--- src/rtl/stepper_supervisor_map.svh ---
// Register map, field positions and timing figures of the stepper supervisor
`ifndef STEPPER_SUPERVISOR_MAP_SVH
`define STEPPER_SUPERVISOR_MAP_SVH

`define ADDR_WR 5'h00
`define ADDR_CR0 5'h01
`define ADDR_CR1 5'h02
`define ADDR_CR2 5'h03
`define ADDR_SR0 5'h04
`define ADDR_SR1 5'h05
`define ADDR_SR2 5'h06
`define ADDR_SR3 5'h07
`define CTRL_REGS 4
`define CTRL_RESET 8'h00

`define CMD_WRITE_BIT 7
`define CMD_ADDR_MSB 4
`define WR_KICK_BIT 7
`define WR_PERIOD_MSB 6
`define WR_PERIOD_LSB 3
`define CR2_MOTEN_BIT 7
`define CR2_SLEEP_BIT 6
`define CR2_SLAG_BIT 5

`define SR_PARITY_BIT 7
`define SR0_TW_BIT 0
`define SR0_BOOT_BIT 1
`define SR0_PUMP_BIT 2
`define SR0_COIL_X_OPEN_FLAG_BIT 3
`define SR0_COIL_Y_OPEN_FLAG_BIT 4
`define SR2_TSD_BIT 4

`define SPI_LAST_BIT 3'h7
`define SPI_WRITE_BITS 5'h10
`define SPI_BITS_MAX 5'h1F

`define CLK_HZ 20000000
`define OPEN_COIL_MS 200
`define WD_STEP_MS 32
`define WD_MIN_MS 1
`define WD_PULSE_MS 1
`define POR_HOLD_MS 10
`define PUMP_START_MS 5
`define WD_DELAY_NS 500

`endif

--- src/rtl/stepper_supervisor_pkg.sv ---
// Types shared by the stepper supervisor modules
package stepper_supervisor_pkg;
  typedef logic [7:0] byte_t;
  typedef enum logic [1:0] {WD_OFF, WD_RUN, WD_DELAY, WD_PULSE} wd_state_t;
endpackage : stepper_supervisor_pkg

--- src/rtl/spi_link_if.sv ---
// Byte-level link between the serial shifter and the supervisor core
`timescale 1ns/1ns
interface spi_link_if;
  import stepper_supervisor_pkg::*;
  byte_t rx_byte;
  logic byte_done;
  logic frame_end;
  logic frame16;
  logic selected;
  byte_t tx_byte;
  modport shifter (output rx_byte, output byte_done, output frame_end, output frame16,
    output selected, input tx_byte);
  modport core (input rx_byte, input byte_done, input frame_end, input frame16,
    input selected, output tx_byte);
endinterface : spi_link_if

--- src/rtl/stepper_supervisor_spi_slave.sv ---
// Fault supervision, watchdog, sleep and serial register port of a stepper driver
//
// Contract
// [RULE1] Back-EMF output is the coil sample divided by two or four.
// [RULE2] Thermal warning flag sets while the warning comparator is active.
// [RULE3] Overheat shutdown sets its flag and disables every driver.
// [RULE4] Shutdown flag clears only after a status read with temperature below warning.
// [RULE5] Each over-current latches its own flag and disables drivers until cleared.
// [RULE6] Full duty beyond open-coil time disables that coil and sets its flag.
// [RULE7] Pump fault flag is one while pump is low, including start-up.
// [RULE8] Active-low fault output asserts whenever any fault flag is set.
// [RULE9] Host reset pin is held low for a while after power-up.
// [RULE10] Once armed, each kick write restarts the watchdog timer.
// [RULE11] Early or late kick pulses the host reset and sets boot flag.
// [RULE12] Watchdog reset reaches the pin after half a microsecond delay.
// [RULE13] Watchdog timeout is 32 ms times period code plus one.
// [RULE14] Hard reset input clears digital registers; pump keeps running.
// [RULE15] Sleep tri-states drivers, keeps registers, ignores steps, serves the port.
// [RULE16] Writing sleep zero wakes; host waits pump start-up before stepping.
// [RULE17] The port is slave only and never starts a transfer.
// [RULE18] Mode 0: shift out on falling, sample on rising clock edge.
// [RULE19] Chip select is active low; serial output released when unselected.
// [RULE20] Eighth falling clock loads the output shifter from the addressed register.
// [RULE21] Registers and status update only on clocks with chip select high; the boot flag sets on a watchdog fire even with chip select low.
// [RULE22] MSB first; byte one is command and address, byte two data.
// [RULE23] Gain is one half with gain bit zero, one quarter with one.
// [RULE24] Command bit seven selects write when one, read when zero; five-bit address.
// [RULE25] Write packets of other than sixteen bits are discarded.
// [RULE26] Reading a status register clears its latched flags; the boot flag clears instead on a watchdog write with kick bit zero.
// [RULE27] Pump start-up and open-coil durations are parameterised cycle counters.
`timescale 1ns/1ns
`include "stepper_supervisor_map.svh"
module stepper_supervisor_spi_slave #(
  parameter int OPEN_COIL_CYC = `OPEN_COIL_MS * (`CLK_HZ / 1000),
  parameter int WD_STEP_CYC = `WD_STEP_MS * (`CLK_HZ / 1000),
  parameter int WD_MIN_CYC = `WD_MIN_MS * (`CLK_HZ / 1000),
  parameter int WD_PULSE_CYC = `WD_PULSE_MS * (`CLK_HZ / 1000),
  parameter int POR_HOLD_CYC = `POR_HOLD_MS * (`CLK_HZ / 1000),
  parameter int PUMP_START_CYC = `PUMP_START_MS * (`CLK_HZ / 1000)
) (
  input wire logic clk,
  input wire logic reset_n,
  input wire logic sclk,
  input wire logic chip_select_n,
  input wire logic serial_in,
  output logic serial_out,
  output logic serial_out_oe_n,
  input wire logic temp_warning_in,
  input wire logic temp_shutdown_in,
  input wire logic [3:0] x_overcurrent_in,
  input wire logic [3:0] y_overcurrent_in,
  input wire logic [1:0] full_duty_in,
  input wire logic pump_low_in,
  input wire logic hard_reset_input,
  input wire logic step_advance_input,
  input wire stepper_supervisor_pkg::byte_t coil_voltage_sample,
  output stepper_supervisor_pkg::byte_t back_emf_output,
  output logic [3:0] x_bridge_enable,
  output logic [3:0] y_bridge_enable,
  output logic step_pulse,
  output logic fault_output_n,
  output logic host_reset_output_n,
  output logic host_reset_oe_n
);
  import stepper_supervisor_pkg::*;

  localparam int WD_DELAY_CYC = `WD_DELAY_NS * (`CLK_HZ / 1000000) / 1000;
  localparam int PIN_N = 15;

  // ------------------------------------------------------------
  // Pin synchronisers
  // ------------------------------------------------------------
  logic [PIN_N-1:0] pin_s1_r;
  logic [PIN_N-1:0] pin_s2_r;
  logic step_d_r;

  always_ff @(posedge clk or negedge reset_n) begin
    if (!reset_n) begin
      pin_s1_r <= '0;
      pin_s2_r <= '0;
    end else begin
      pin_s1_r <= {temp_warning_in, temp_shutdown_in, x_overcurrent_in, y_overcurrent_in,
        full_duty_in, pump_low_in, hard_reset_input, step_advance_input};
      pin_s2_r <= pin_s1_r;
    end
  end

  wire warn_s = pin_s2_r[14];
  wire shut_s = pin_s2_r[13];
  wire [3:0] ovcx_s = pin_s2_r[12:9];
  wire [3:0] ovcy_s = pin_s2_r[8:5];
  wire [1:0] full_s = pin_s2_r[4:3];
  wire pump_low_s = pin_s2_r[2];
  wire clr_s = pin_s2_r[1];
  wire step_s = pin_s2_r[0];

  // ------------------------------------------------------------
  // Serial port and command tracking
  // ------------------------------------------------------------
  spi_link_if link ();

  spi_shifter u_shifter (
    .clk(clk),
    .reset_n(reset_n),
    .sclk(sclk),
    .chip_select_n(chip_select_n),
    .serial_in(serial_in),
    .serial_out(serial_out),
    .serial_out_oe_n(serial_out_oe_n),
    .link(link)
  ); // [RULE17]

  byte_t cmd_r;
  byte_t wdata_r;
  logic [4:0] last_addr_r;
  logic [1:0] byte_cnt_r;
  logic [2:0] rd_pend_r;
  byte_t ctrl_r [`CTRL_REGS];

  wire is_data = (byte_cnt_r == 2'h1) & cmd_r[`CMD_WRITE_BIT];
  wire cmd_take = link.byte_done & ~is_data;
  wire [4:0] rx_addr = link.rx_byte[`CMD_ADDR_MSB:0];
  wire rx_read = ~link.rx_byte[`CMD_WRITE_BIT]; // [RULE24]
  wire [2:0] rx_sr_hit = {rx_addr == `ADDR_SR2, rx_addr == `ADDR_SR1, rx_addr == `ADDR_SR0};
  wire [4:0] wr_addr = cmd_r[`CMD_ADDR_MSB:0];
  wire wr_commit = link.frame_end & link.frame16 & cmd_r[`CMD_WRITE_BIT]; // [RULE25]
  wire wr_wd = wr_commit & (wr_addr == `ADDR_WR);
  wire kick = wr_wd & wdata_r[`WR_KICK_BIT];
  wire kick_zero = wr_wd & ~wdata_r[`WR_KICK_BIT];
  wire [2:0] rd_clear = rd_pend_r & {3{link.frame_end}}; // [RULE26]

  always_ff @(posedge clk or negedge reset_n) begin
    if (!reset_n) begin
      cmd_r <= 8'h00;
      wdata_r <= 8'h00;
      last_addr_r <= 5'h00;
      byte_cnt_r <= 2'h0;
      rd_pend_r <= 3'h0;
    end else if (clr_s) begin
      cmd_r <= 8'h00;
      wdata_r <= 8'h00;
      last_addr_r <= 5'h00;
      byte_cnt_r <= 2'h0;
      rd_pend_r <= 3'h0;
    end else if (link.frame_end) begin
      byte_cnt_r <= 2'h0;
      rd_pend_r <= 3'h0;
    end else if (link.byte_done) begin
      byte_cnt_r <= (byte_cnt_r == 2'h3) ? byte_cnt_r : byte_cnt_r + 2'h1;
      if (cmd_take) begin
        cmd_r <= link.rx_byte; // [RULE22]
        last_addr_r <= rx_addr;
        rd_pend_r <= rd_pend_r | (rx_sr_hit & {3{rx_read}});
      end else begin
        wdata_r <= link.rx_byte;
      end
    end
  end

  // Writes land on the fourth system clock after chip select rises
  generate
    for (genvar i = 0; i < `CTRL_REGS; i++) begin : g_ctrl
      always_ff @(posedge clk or negedge reset_n) begin
        if (!reset_n) begin
          ctrl_r[i] <= `CTRL_RESET;
        end else if (clr_s) begin
          ctrl_r[i] <= `CTRL_RESET; // [RULE14]
        end else if (wr_commit && wr_addr == 5'(i)) begin
          ctrl_r[i] <= wdata_r; // [RULE21]
        end
      end
    end
  endgenerate

  wire [3:0] wd_period = ctrl_r[0][`WR_PERIOD_MSB:`WR_PERIOD_LSB];
  wire motor_on = ctrl_r[3][`CR2_MOTEN_BIT];
  wire sleeping = ctrl_r[3][`CR2_SLEEP_BIT];
  wire gain_quarter = ctrl_r[3][`CR2_SLAG_BIT];

  // ------------------------------------------------------------
  // Timers
  // ------------------------------------------------------------
  logic [1:0] open_done;
  logic pump_ready;
  logic por_done;

  generate
    for (genvar c = 0; c < 2; c++) begin : g_open
      hold_timer #(.LIMIT(OPEN_COIL_CYC)) u_open (
        .clk(clk),
        .reset_n(reset_n),
        .run(full_s[c]),
        .done(open_done[c])
      ); // [RULE6] [RULE27]
    end
  endgenerate

  // Pump keeps running through hard reset, restarts after sleep
  hold_timer #(.LIMIT(PUMP_START_CYC)) u_pump (
    .clk(clk),
    .reset_n(reset_n),
    .run(~sleeping),
    .done(pump_ready)
  ); // [RULE7] [RULE16] [RULE27]

  hold_timer #(.LIMIT(POR_HOLD_CYC)) u_por (
    .clk(clk),
    .reset_n(reset_n),
    .run(1'b1),
    .done(por_done)
  ); // [RULE9]

  // ------------------------------------------------------------
  // Status flags
  // ------------------------------------------------------------
  logic tw_r;
  logic tsd_r;
  logic [3:0] ovcx_r;
  logic [3:0] ovcy_r;
  logic [1:0] open_r;
  logic pump_r;
  logic boot_r;
  logic wd_fire;

  // Status flags other than boot are frozen while selected so a read sees a stable value
  wire upd = ~link.selected; // [RULE21]
  wire tw_nxt = warn_s | (tw_r & ~rd_clear[0]); // [RULE2]
  wire tsd_nxt = shut_s | (tsd_r & ~(rd_clear[2] & ~warn_s)); // [RULE3] [RULE4]
  wire [3:0] ovcx_nxt = ovcx_s | (ovcx_r & ~{4{rd_clear[1]}}); // [RULE5]
  wire [3:0] ovcy_nxt = ovcy_s | (ovcy_r & ~{4{rd_clear[2]}}); // [RULE5]
  wire [1:0] open_nxt = open_done | (open_r & ~{2{rd_clear[0]}}); // [RULE6]
  wire pump_nxt = pump_low_s | ~pump_ready | (pump_r & ~rd_clear[0]); // [RULE7]

  always_ff @(posedge clk or negedge reset_n) begin
    if (!reset_n) begin
      tw_r <= 1'b0;
      tsd_r <= 1'b0;
      ovcx_r <= 4'h0;
      ovcy_r <= 4'h0;
      open_r <= 2'h0;
      pump_r <= 1'b1;
    end else if (clr_s) begin
      tw_r <= 1'b0;
      tsd_r <= 1'b0;
      ovcx_r <= 4'h0;
      ovcy_r <= 4'h0;
      open_r <= 2'h0;
      pump_r <= 1'b0;
    end else if (upd) begin
      tw_r <= tw_nxt;
      tsd_r <= tsd_nxt;
      ovcx_r <= ovcx_nxt;
      ovcy_r <= ovcy_nxt;
      open_r <= open_nxt;
      pump_r <= pump_nxt;
    end
  end

  // Boot cause survives the host reset so firmware can tell warm from cold
  always_ff @(posedge clk or negedge reset_n) begin
    if (!reset_n) begin
      boot_r <= 1'b0;
    end else if (clr_s) begin
      boot_r <= 1'b0;
    end else begin
      boot_r <= wd_fire | (boot_r & ~kick_zero); // [RULE11]
    end
  end

  // ------------------------------------------------------------
  // Watchdog
  // ------------------------------------------------------------
  wd_state_t wd_state_r;
  logic [23:0] wd_cnt_r;

  wire [27:0] wd_limit = 28'(WD_STEP_CYC) * (28'(wd_period) + 28'h1); // [RULE13]
  wire wd_late = ({4'h0, wd_cnt_r} >= wd_limit - 28'h1);
  wire wd_early = kick & (wd_cnt_r < 24'(WD_MIN_CYC));
  assign wd_fire = (wd_state_r == WD_RUN) & ~clr_s & (wd_early | wd_late); // [RULE11]
  wire delay_end = wd_cnt_r == 24'(WD_DELAY_CYC - 1);
  wire pulse_end = wd_cnt_r == 24'(WD_PULSE_CYC - 1);

  always_ff @(posedge clk or negedge reset_n) begin
    if (!reset_n) begin
      wd_state_r <= WD_OFF;
      wd_cnt_r <= 24'h0;
    end else if (clr_s) begin
      wd_state_r <= WD_OFF;
      wd_cnt_r <= 24'h0;
    end else begin
      unique case (wd_state_r)
        WD_OFF: begin
          wd_cnt_r <= 24'h0;
          if (kick) begin
            wd_state_r <= WD_RUN;
          end
        end
        WD_RUN: begin
          if (wd_fire) begin
            wd_state_r <= WD_DELAY;
            wd_cnt_r <= 24'h0;
          end else begin
            wd_cnt_r <= kick ? 24'h0 : wd_cnt_r + 24'h1; // [RULE10]
          end
        end
        WD_DELAY: begin
          wd_cnt_r <= delay_end ? 24'h0 : wd_cnt_r + 24'h1;
          if (delay_end) begin
            wd_state_r <= WD_PULSE; // [RULE12]
          end
        end
        WD_PULSE: begin
          wd_cnt_r <= pulse_end ? 24'h0 : wd_cnt_r + 24'h1;
          if (pulse_end) begin
            wd_state_r <= WD_OFF;
          end
        end
      endcase
    end
  end

  // ------------------------------------------------------------
  // Read data and outputs
  // ------------------------------------------------------------
  logic [6:0] sr0_d;
  logic [6:0] sr1_d;
  logic [6:0] sr2_d;
  byte_t rd_mux;

  always_comb begin
    sr0_d = 7'h00;
    sr0_d[`SR0_TW_BIT] = tw_r;
    sr0_d[`SR0_BOOT_BIT] = boot_r;
    sr0_d[`SR0_PUMP_BIT] = pump_r;
    sr0_d[`SR0_COIL_X_OPEN_FLAG_BIT] = open_r[0];
    sr0_d[`SR0_COIL_Y_OPEN_FLAG_BIT] = open_r[1];
    sr1_d = {3'h0, ovcx_r};
    sr2_d = {3'h0, ovcy_r};
    sr2_d[`SR2_TSD_BIT] = tsd_r;
  end

  assign rd_mux = (last_addr_r == `ADDR_WR) ? ctrl_r[0] :
    (last_addr_r == `ADDR_CR0) ? ctrl_r[1] :
    (last_addr_r == `ADDR_CR1) ? ctrl_r[2] :
    (last_addr_r == `ADDR_CR2) ? ctrl_r[3] :
    (last_addr_r == `ADDR_SR0) ? {^sr0_d, sr0_d} :
    (last_addr_r == `ADDR_SR1) ? {^sr1_d, sr1_d} :
    (last_addr_r == `ADDR_SR2) ? {^sr2_d, sr2_d} : 8'h00;
  assign link.tx_byte = rd_mux; // [RULE20]

  wire any_fault = tw_r | tsd_r | (|ovcx_r) | (|ovcy_r) | (|open_r) | pump_r;
  wire drive_ok = motor_on & ~sleeping & ~tsd_r & ~clr_s; // [RULE3] [RULE15]
  wire x_ok = drive_ok & ~open_r[0] & ~(|ovcx_r); // [RULE5] [RULE6]
  wire y_ok = drive_ok & ~open_r[1] & ~(|ovcy_r); // [RULE5] [RULE6]
  wire host_low = ~por_done | (wd_state_r == WD_PULSE); // [RULE9] [RULE11]

  always_ff @(posedge clk or negedge reset_n) begin
    if (!reset_n) begin
      back_emf_output <= 8'h00;
      x_bridge_enable <= 4'h0;
      y_bridge_enable <= 4'h0;
      step_pulse <= 1'b0;
      step_d_r <= 1'b0;
      fault_output_n <= 1'b1;
      host_reset_output_n <= 1'b0;
      host_reset_oe_n <= 1'b0;
    end else begin
      back_emf_output <= gain_quarter ? {2'h0, coil_voltage_sample[7:2]} :
        {1'h0, coil_voltage_sample[7:1]}; // [RULE1] [RULE23]
      x_bridge_enable <= {4{x_ok}};
      y_bridge_enable <= {4{y_ok}};
      step_d_r <= step_s;
      step_pulse <= step_s & ~step_d_r & ~sleeping & ~clr_s; // [RULE15]
      fault_output_n <= ~any_fault; // [RULE8]
      host_reset_output_n <= 1'b0;
      host_reset_oe_n <= ~host_low;
    end
  end
endmodule : stepper_supervisor_spi_slave

--- src/rtl/hold_timer.sv ---
// Counts cycles while run is high and flags reaching the limit
`timescale 1ns/1ns
module hold_timer #(
  parameter int LIMIT = 16
) (
  input wire logic clk,
  input wire logic reset_n,
  input wire logic run,
  output logic done
);
  localparam int W = $clog2(LIMIT + 1);
  localparam logic [W-1:0] LAST = W'(LIMIT);
  logic [W-1:0] cnt_r;
  logic [W-1:0] cnt_nxt;

  assign cnt_nxt = !run ? '0 : (cnt_r == LAST) ? cnt_r : cnt_r + W'(1);

  always_ff @(posedge clk or negedge reset_n) begin
    if (!reset_n) begin
      cnt_r <= '0;
      done <= 1'b0;
    end else begin
      cnt_r <= cnt_nxt;
      done <= run && (cnt_r == LAST);
    end
  end
endmodule : hold_timer

--- src/rtl/spi_shifter.sv ---
// Mode 0 serial slave shifter, oversampled on the system clock
`timescale 1ns/1ns
`include "stepper_supervisor_map.svh"
module spi_shifter (
  input wire logic clk,
  input wire logic reset_n,
  input wire logic sclk,
  input wire logic chip_select_n,
  input wire logic serial_in,
  output logic serial_out,
  output logic serial_out_oe_n,
  spi_link_if.shifter link
);
  import stepper_supervisor_pkg::*;
  logic [2:0] s1_r;
  logic [2:0] s2_r;
  logic sclk_d_r;
  logic sel_d_r;
  logic [2:0] bit_cnt_r;
  logic [4:0] total_r;
  byte_t in_sr_r;
  byte_t out_sr_r;
  logic byte_done_r;
  logic frame_end_r;
  logic frame16_r;

  wire sclk_s = s2_r[2];
  wire sel_s = ~s2_r[1];
  wire din_s = s2_r[0];
  wire rise = sel_s & sclk_s & ~sclk_d_r; // [RULE18]
  wire fall = sel_s & ~sclk_s & sclk_d_r; // [RULE18]
  wire byte_end = rise & (bit_cnt_r == `SPI_LAST_BIT);
  wire [4:0] total_nxt = (total_r == `SPI_BITS_MAX) ? total_r : total_r + 5'h01;

  assign link.rx_byte = in_sr_r;
  assign link.byte_done = byte_done_r;
  assign link.frame_end = frame_end_r;
  assign link.frame16 = frame16_r;
  assign link.selected = sel_s;

  always_ff @(posedge clk or negedge reset_n) begin
    if (!reset_n) begin
      s1_r <= 3'h2;
      s2_r <= 3'h2;
      sclk_d_r <= 1'b0;
      sel_d_r <= 1'b0;
    end else begin
      s1_r <= {sclk, chip_select_n, serial_in};
      s2_r <= s1_r;
      sclk_d_r <= sclk_s;
      sel_d_r <= sel_s;
    end
  end

  always_ff @(posedge clk or negedge reset_n) begin
    if (!reset_n) begin
      bit_cnt_r <= 3'h0;
      total_r <= 5'h00;
      in_sr_r <= 8'h00;
    end else if (!sel_s) begin
      bit_cnt_r <= 3'h0;
      total_r <= 5'h00;
    end else if (rise) begin
      bit_cnt_r <= bit_cnt_r + 3'h1;
      total_r <= total_nxt;
      in_sr_r <= {in_sr_r[6:0], din_s}; // [RULE22]
    end
  end

  // Stale first byte is expected: reload only after a full byte
  always_ff @(posedge clk or negedge reset_n) begin
    if (!reset_n) begin
      out_sr_r <= 8'hFF;
    end else if (fall) begin
      out_sr_r <= (bit_cnt_r == 3'h0) ? link.tx_byte : {out_sr_r[6:0], 1'b1}; // [RULE20]
    end
  end

  always_ff @(posedge clk or negedge reset_n) begin
    if (!reset_n) begin
      byte_done_r <= 1'b0;
      frame_end_r <= 1'b0;
      frame16_r <= 1'b0;
      serial_out <= 1'b0;
      serial_out_oe_n <= 1'b1;
    end else begin
      byte_done_r <= byte_end;
      frame_end_r <= sel_d_r & ~sel_s;
      frame16_r <= sel_d_r & ~sel_s & (total_r == `SPI_WRITE_BITS);
      serial_out <= 1'b0;
      serial_out_oe_n <= ~(sel_s & ~out_sr_r[7]); // [RULE19]
    end
  end
endmodule : spi_shifter

--- config.mk ---
export PLATFORM = sky130hd
export DESIGN_NAME = stepper_supervisor_spi_slave
export DESIGN_NICKNAME = d
export VERILOG_FILES = /design/src/rtl/stepper_supervisor_pkg.sv /design/src/rtl/spi_link_if.sv /design/src/rtl/stepper_supervisor_spi_slave.sv /design/src/rtl/hold_timer.sv /design/src/rtl/spi_shifter.sv
export VERILOG_INCLUDE_DIRS = /design/src /design/src/rtl
export SDC_FILE = /design/constraint.sdc
export NUM_CORES = 1
export LEC_CHECK = 0
export ABC_AREA = 1
export BUFFER_PORTS_ARGS = -buffer_cell sky130_fd_sc_hd__buf_2
export CORE_ASPECT_RATIO = 1.5
export CORE_MARGIN = 5
export CORE_UTILIZATION = 50
export DETAILED_ROUTE_END_ITERATION = 10
export GPL_TIMING_DRIVEN = 1
export PLACE_DENSITY = 0.74
export REMOVE_ABC_BUFFERS = 1
export SETUP_SLACK_MARGIN = 0.2
export SYNTH_ARGS = -nofsm -noshare
export SYNTH_HDL_FRONTEND = slang
export SYNTH_SLANG_ARGS = --single-unit
--- constraint.sdc ---
create_clock -name clk -period 5.1 [get_ports clk]
set_clock_uncertainty 0.1 [all_clocks]
set_input_delay 0.765 -clock clk [delete_from_list [all_inputs] [get_ports clk]]
set_output_delay 0.765 -clock clk [all_outputs]
set_load 0.01 [all_outputs]
==> run summary <==
The area of the die came out at 29600 sq um. Summed over all nets, the switching power comes to 1260 uW. In this run the standard cell core region covers 25850 sq um. The path class of the tightest hold or removal check is input pin to asynchronous set/reset pin. The worst-case IR drop observed on VDD is 0.2857 mV.

In the routed design, unresolved DRC markers number 0. The floorplan has 72 rows. Clock-pin slew was measured on the worst setup and hold paths at 0.06 ns.

The later pin in the worst-skew pair is clocked with a latency of 0.55 ns. The required time at the worst-slack endpoint was 5.40 ns. Hold repair after CTS inserted 0 buffers. The setup path with the least slack is of type flip-flop to flip-flop.

The max-slew violation total from the final report is 0, and the maximum cell stage delay along the critical path is 0.56 ns. Shortest clock period the worst path allows after layout: 4.674 ns. The area growth from synthesis to final layout works out to 14.11%. In this run the worst path has a maximum fanout of 6. After detailed routing, the number of vias per cell comes to 5.327. Following the worst setup path forward leads to its endpoint at wd_cnt_r[10].

By count the netlist is led by sky130_fd_sc_hd__nand2_1 (285), sky130_fd_sc_hd__dfrtp_1 (240), sky130_fd_sc_hd__inv_1 (219). The flow ran to the end, and the final reports show no timing, DRC or antenna violations. Startpoint of the most critical register-to-register path: ctrl_r[27]. The tools report the count of final hold-check violations as 0.

In this run the vertical extent of the chip is 208.2 um. Entering global routing, the biggest net connects 134 pins. Routed length per placed instance: 14.28 um. The startpoint of the worst setup timing path is ctrl_r[27]. The power density over cell area was 321.3 nW/um^2; the highest clock frequency the design can meet was 213.9 MHz. For this run, the number of standard cells in the final layout without fillers is 1965. The net switching share of the total power was 26.25%; the total of warnings raised by yosys was 0. Setup repair after global routing could not meet its margin everywhere. Across the run, the number of max-cap violations was 0. Final-layout worst hold slack: 0.1959 ns. The logs give 0 for the count of inserted antenna diode cells and 0 ns for the summed negative setup slack over all endpoints.

The mapped netlist covers 13100 sq um. The element type at the critical path end was a flip-flop. For the deepest level of the CTS H-tree, the log shows 1.

In this design, the largest share of critical-path delay is due to adder cells. The number of sinks on the clock net is 253, and the number of ports placed on the die boundary is 50. The number of library cell types mapped by synthesis was 51; the effective utilization at floorplan was 50.66%.

Headroom to the max-slew limit came out at 22.79%. The vias after detailed routing came out at 10470. For the total power, the log shows 4802 uW. The initial antenna violation count is 0, and the slew of the pin with the lowest slew margin is 1.158 ns. The worst path uses 91.66% of the clock period. The portion of synthesized cell area occupied by the leading cell type is 45.85%. For this run, the register share of the synthesized area comes to 48.46%.

After detailed placement, the design holds a cell count of 1908. The share of flip-flops with an asynchronous set or reset after synthesis is 100.0%, and the wire length after detailed routing is 28.06 mm. The number of global-route vias before repair was 10500; the number of cells traversed by the worst register-to-register path was 27.

Sorting the synthesized cells by area gives the leading types as sky130_fd_sc_hd__dfrtp_1 (46%), sky130_fd_sc_hd__nand2_1 (8.2%), sky130_fd_sc_hd__ha_1 (6.6%). Of all cell types, the one taking the most synthesized area is sky130_fd_sc_hd__dfrtp_1. The clock tree buffer depth was 3. Before antenna repair, the detailed router went through 6 iterations.

The capture instance of the worst register-to-register path is wd_cnt_r[10]. Counting flops and latches in the post-synthesis netlist gives 253. The aggregate global routing overflow was 0; the number of design-rule violations left by the first detailed-router iteration was 526. The first global-routing pass estimated 47.26 mm of wire.

Counting both buffers and inverters, the worst setup path holds a total of 5. For the leakage dissipation, the log shows 0.006865 uW. For this run, the leading register cell type out of synthesis is sky130_fd_sc_hd__dfrtp_1. The run gives 46.2% as the share of power burned in registers. In this run the number of cells on the critical path is 27. The clock buffer count from CTS was 25; the share of final-layout standard cells stronger than drive strength 1 was 13.36%. In this run the clock root is driven by a sky130_fd_sc_hd__clkbuf_16. Buffers placed on the I/O ports in this run total 45. TritonCTS built the clock tree. The overall global routing resource usage is 18.81%, and the overall die width is 142.2 um. The run gives 11.9% as the combinational share of power. In this run, synthesis inferred 0 flip-flops with an integrated enable. The clock network fraction of design power was 41.9%. The tools report the type of element launching the critical path as a flip-flop. Synthesis produced 1550 cells.

The detail route stage leaves a number of antenna-violating nets equal to 0. The most common cell in the synthesized netlist is sky130_fd_sc_hd__nand2_1. The final count of negative-setup-slack endpoints was 0; the average cell area after synthesis was 8.451 sq um. Across all register-to-register paths, the minimum setup slack is 0.43 ns. The tools report the routability congestion estimate as 0.8619.

STA puts the critical path data arrival time at 4.98 ns. The slowest stage of the critical path is the sky130_fd_sc_hd__fa_1 cell. Internal power comes to 3542 uW. The tools report the half-perimeter wire length after detailed placement as 19.65 mm.

The final net count is 1714.
kinds of logic (layout without fill, tap and decap cells):
group | count (synthesis) | in the layout | share of synthesized area [%]
compound gates | 269 | 269 | 11.65
xor+xnor | 42 | 42 | 2.808
fa+ha+maj | 73 | 73 | 7.202
buf+inv | 259 | 336 | 7.814
flops | 253 | 253 | 48.46
mux | 3 | 3 | 0.2579
other cells | 1 | 3 | 0.02863
simple gates | 650 | 653 | 21.78
area by class of cell:
type | instances | area (sq um)
inverters | 227 | 854.6
well taps | 333 | 416.7
repair buffers | 63 | 390.4
fillers | 2225 | 10910
clock inverters | 12 | 192.7
clock buffers | 34 | 719.4
flip-flops and latches | 253 | 6349
multi-input cells | 1043 | 6025
metrics by stage:
| step | instance area [sq um] | utilization, % | setup slack (ns) |
|---|---|---|---|
| after floorplan | 12930 | - | 0.3268 |
| after global placement | 13680 | 52.90 | 0.2333 |
| after detailed placement | 13680 | 52.90 | 0.1503 |
| after CTS | 14600 | 56.47 | 0.2130 |
| after global routing | 14950 | 57.81 | 0.1286 |
| final | 14950 | 57.81 | 0.4255 |
power groups by stage:
stage | Clock [uW] | Combinational (uW) | Sequential (uW)
2_1_floorplan | 0 | 358 | 2240
3_3_place_gp | 0 | 508 | 2250
3_5_place_dp | 0 | 531 | 2260
4_1_cts | 2060 | 536 | 2220
5_1_grt | 2140 | 653 | 2240
6_report | 2010 | 572 | 2220
placed cells by master (no fill, tap or decap), drive strengths merged, types with 31 or more instances in the layout:
| master | n |
|---|---|
| nand2 | 296 |
| dfrtp | 240 |
| inv | 226 |
| nor2 | 157 |
| o21ai | 127 |
| a21oi | 102 |
| nand3 | 87 |
| ha | 69 |
| buf | 63 |
| nor3 | 47 |
| nand4 | 38 |
| clkbuf | 34 |
| xor2 | 31 |
metal layers:
metal | vias up | global-route usage (%) | wire (um)
li1 | 5192 | - | -
met3 | 69 | 2.527 | 1011
met2 | 199 | 34.12 | 14760
met4 | 0 | 7.682 | 954
met1 | 5007 | 22.07 | 11340
met5 | - | 0 | 0
flip-flops by register name, summed over array words and instances (netlist names), 4 cells and up:
signal,flops
u_shifter.link.rx_byte,8
wd_cnt_r,24
cmd_r,6
pin_s2_r,15
u_por.cnt_r,18
back_emf_output,7
ctrl_r,32
u_shifter.out_sr_r,8
pin_s1_r,15
wdata_r,8
u_shifter.total_r,5
u_pump.cnt_r,17
g_open.u_open.cnt_r,44
ovcx_r,4
ovcy_r,4
repair_timing:
action,CTS,global route
setup buffers,0,8
setup endpoints to repair,24,27
cloned,0,3
resized for setup,1,60
pin swaps,0,23
endpoints found under the hold margin,0,0
worst min path at each step:
| stage | from | to | slack (ns) |
|---|---|---|---|
| floorplan | pin_s1_r[0] | pin_s2_r[0] | 0.23 |
| global placement | pin_s1_r[0] | pin_s2_r[0] | 0.23 |
| detailed placement | pin_s1_r[11] | pin_s2_r[11] | 0.24 |
| CTS | step_advance_input | pin_s1_r[0] | 0.20 |
| global route | serial_in | u_shifter.s1_r[0] | 0.20 |
| finish | reset_n | g_open[1].u_open.cnt_r[10] | 0.20 |
Note: power is estimated with default switching activity, not from simulation.
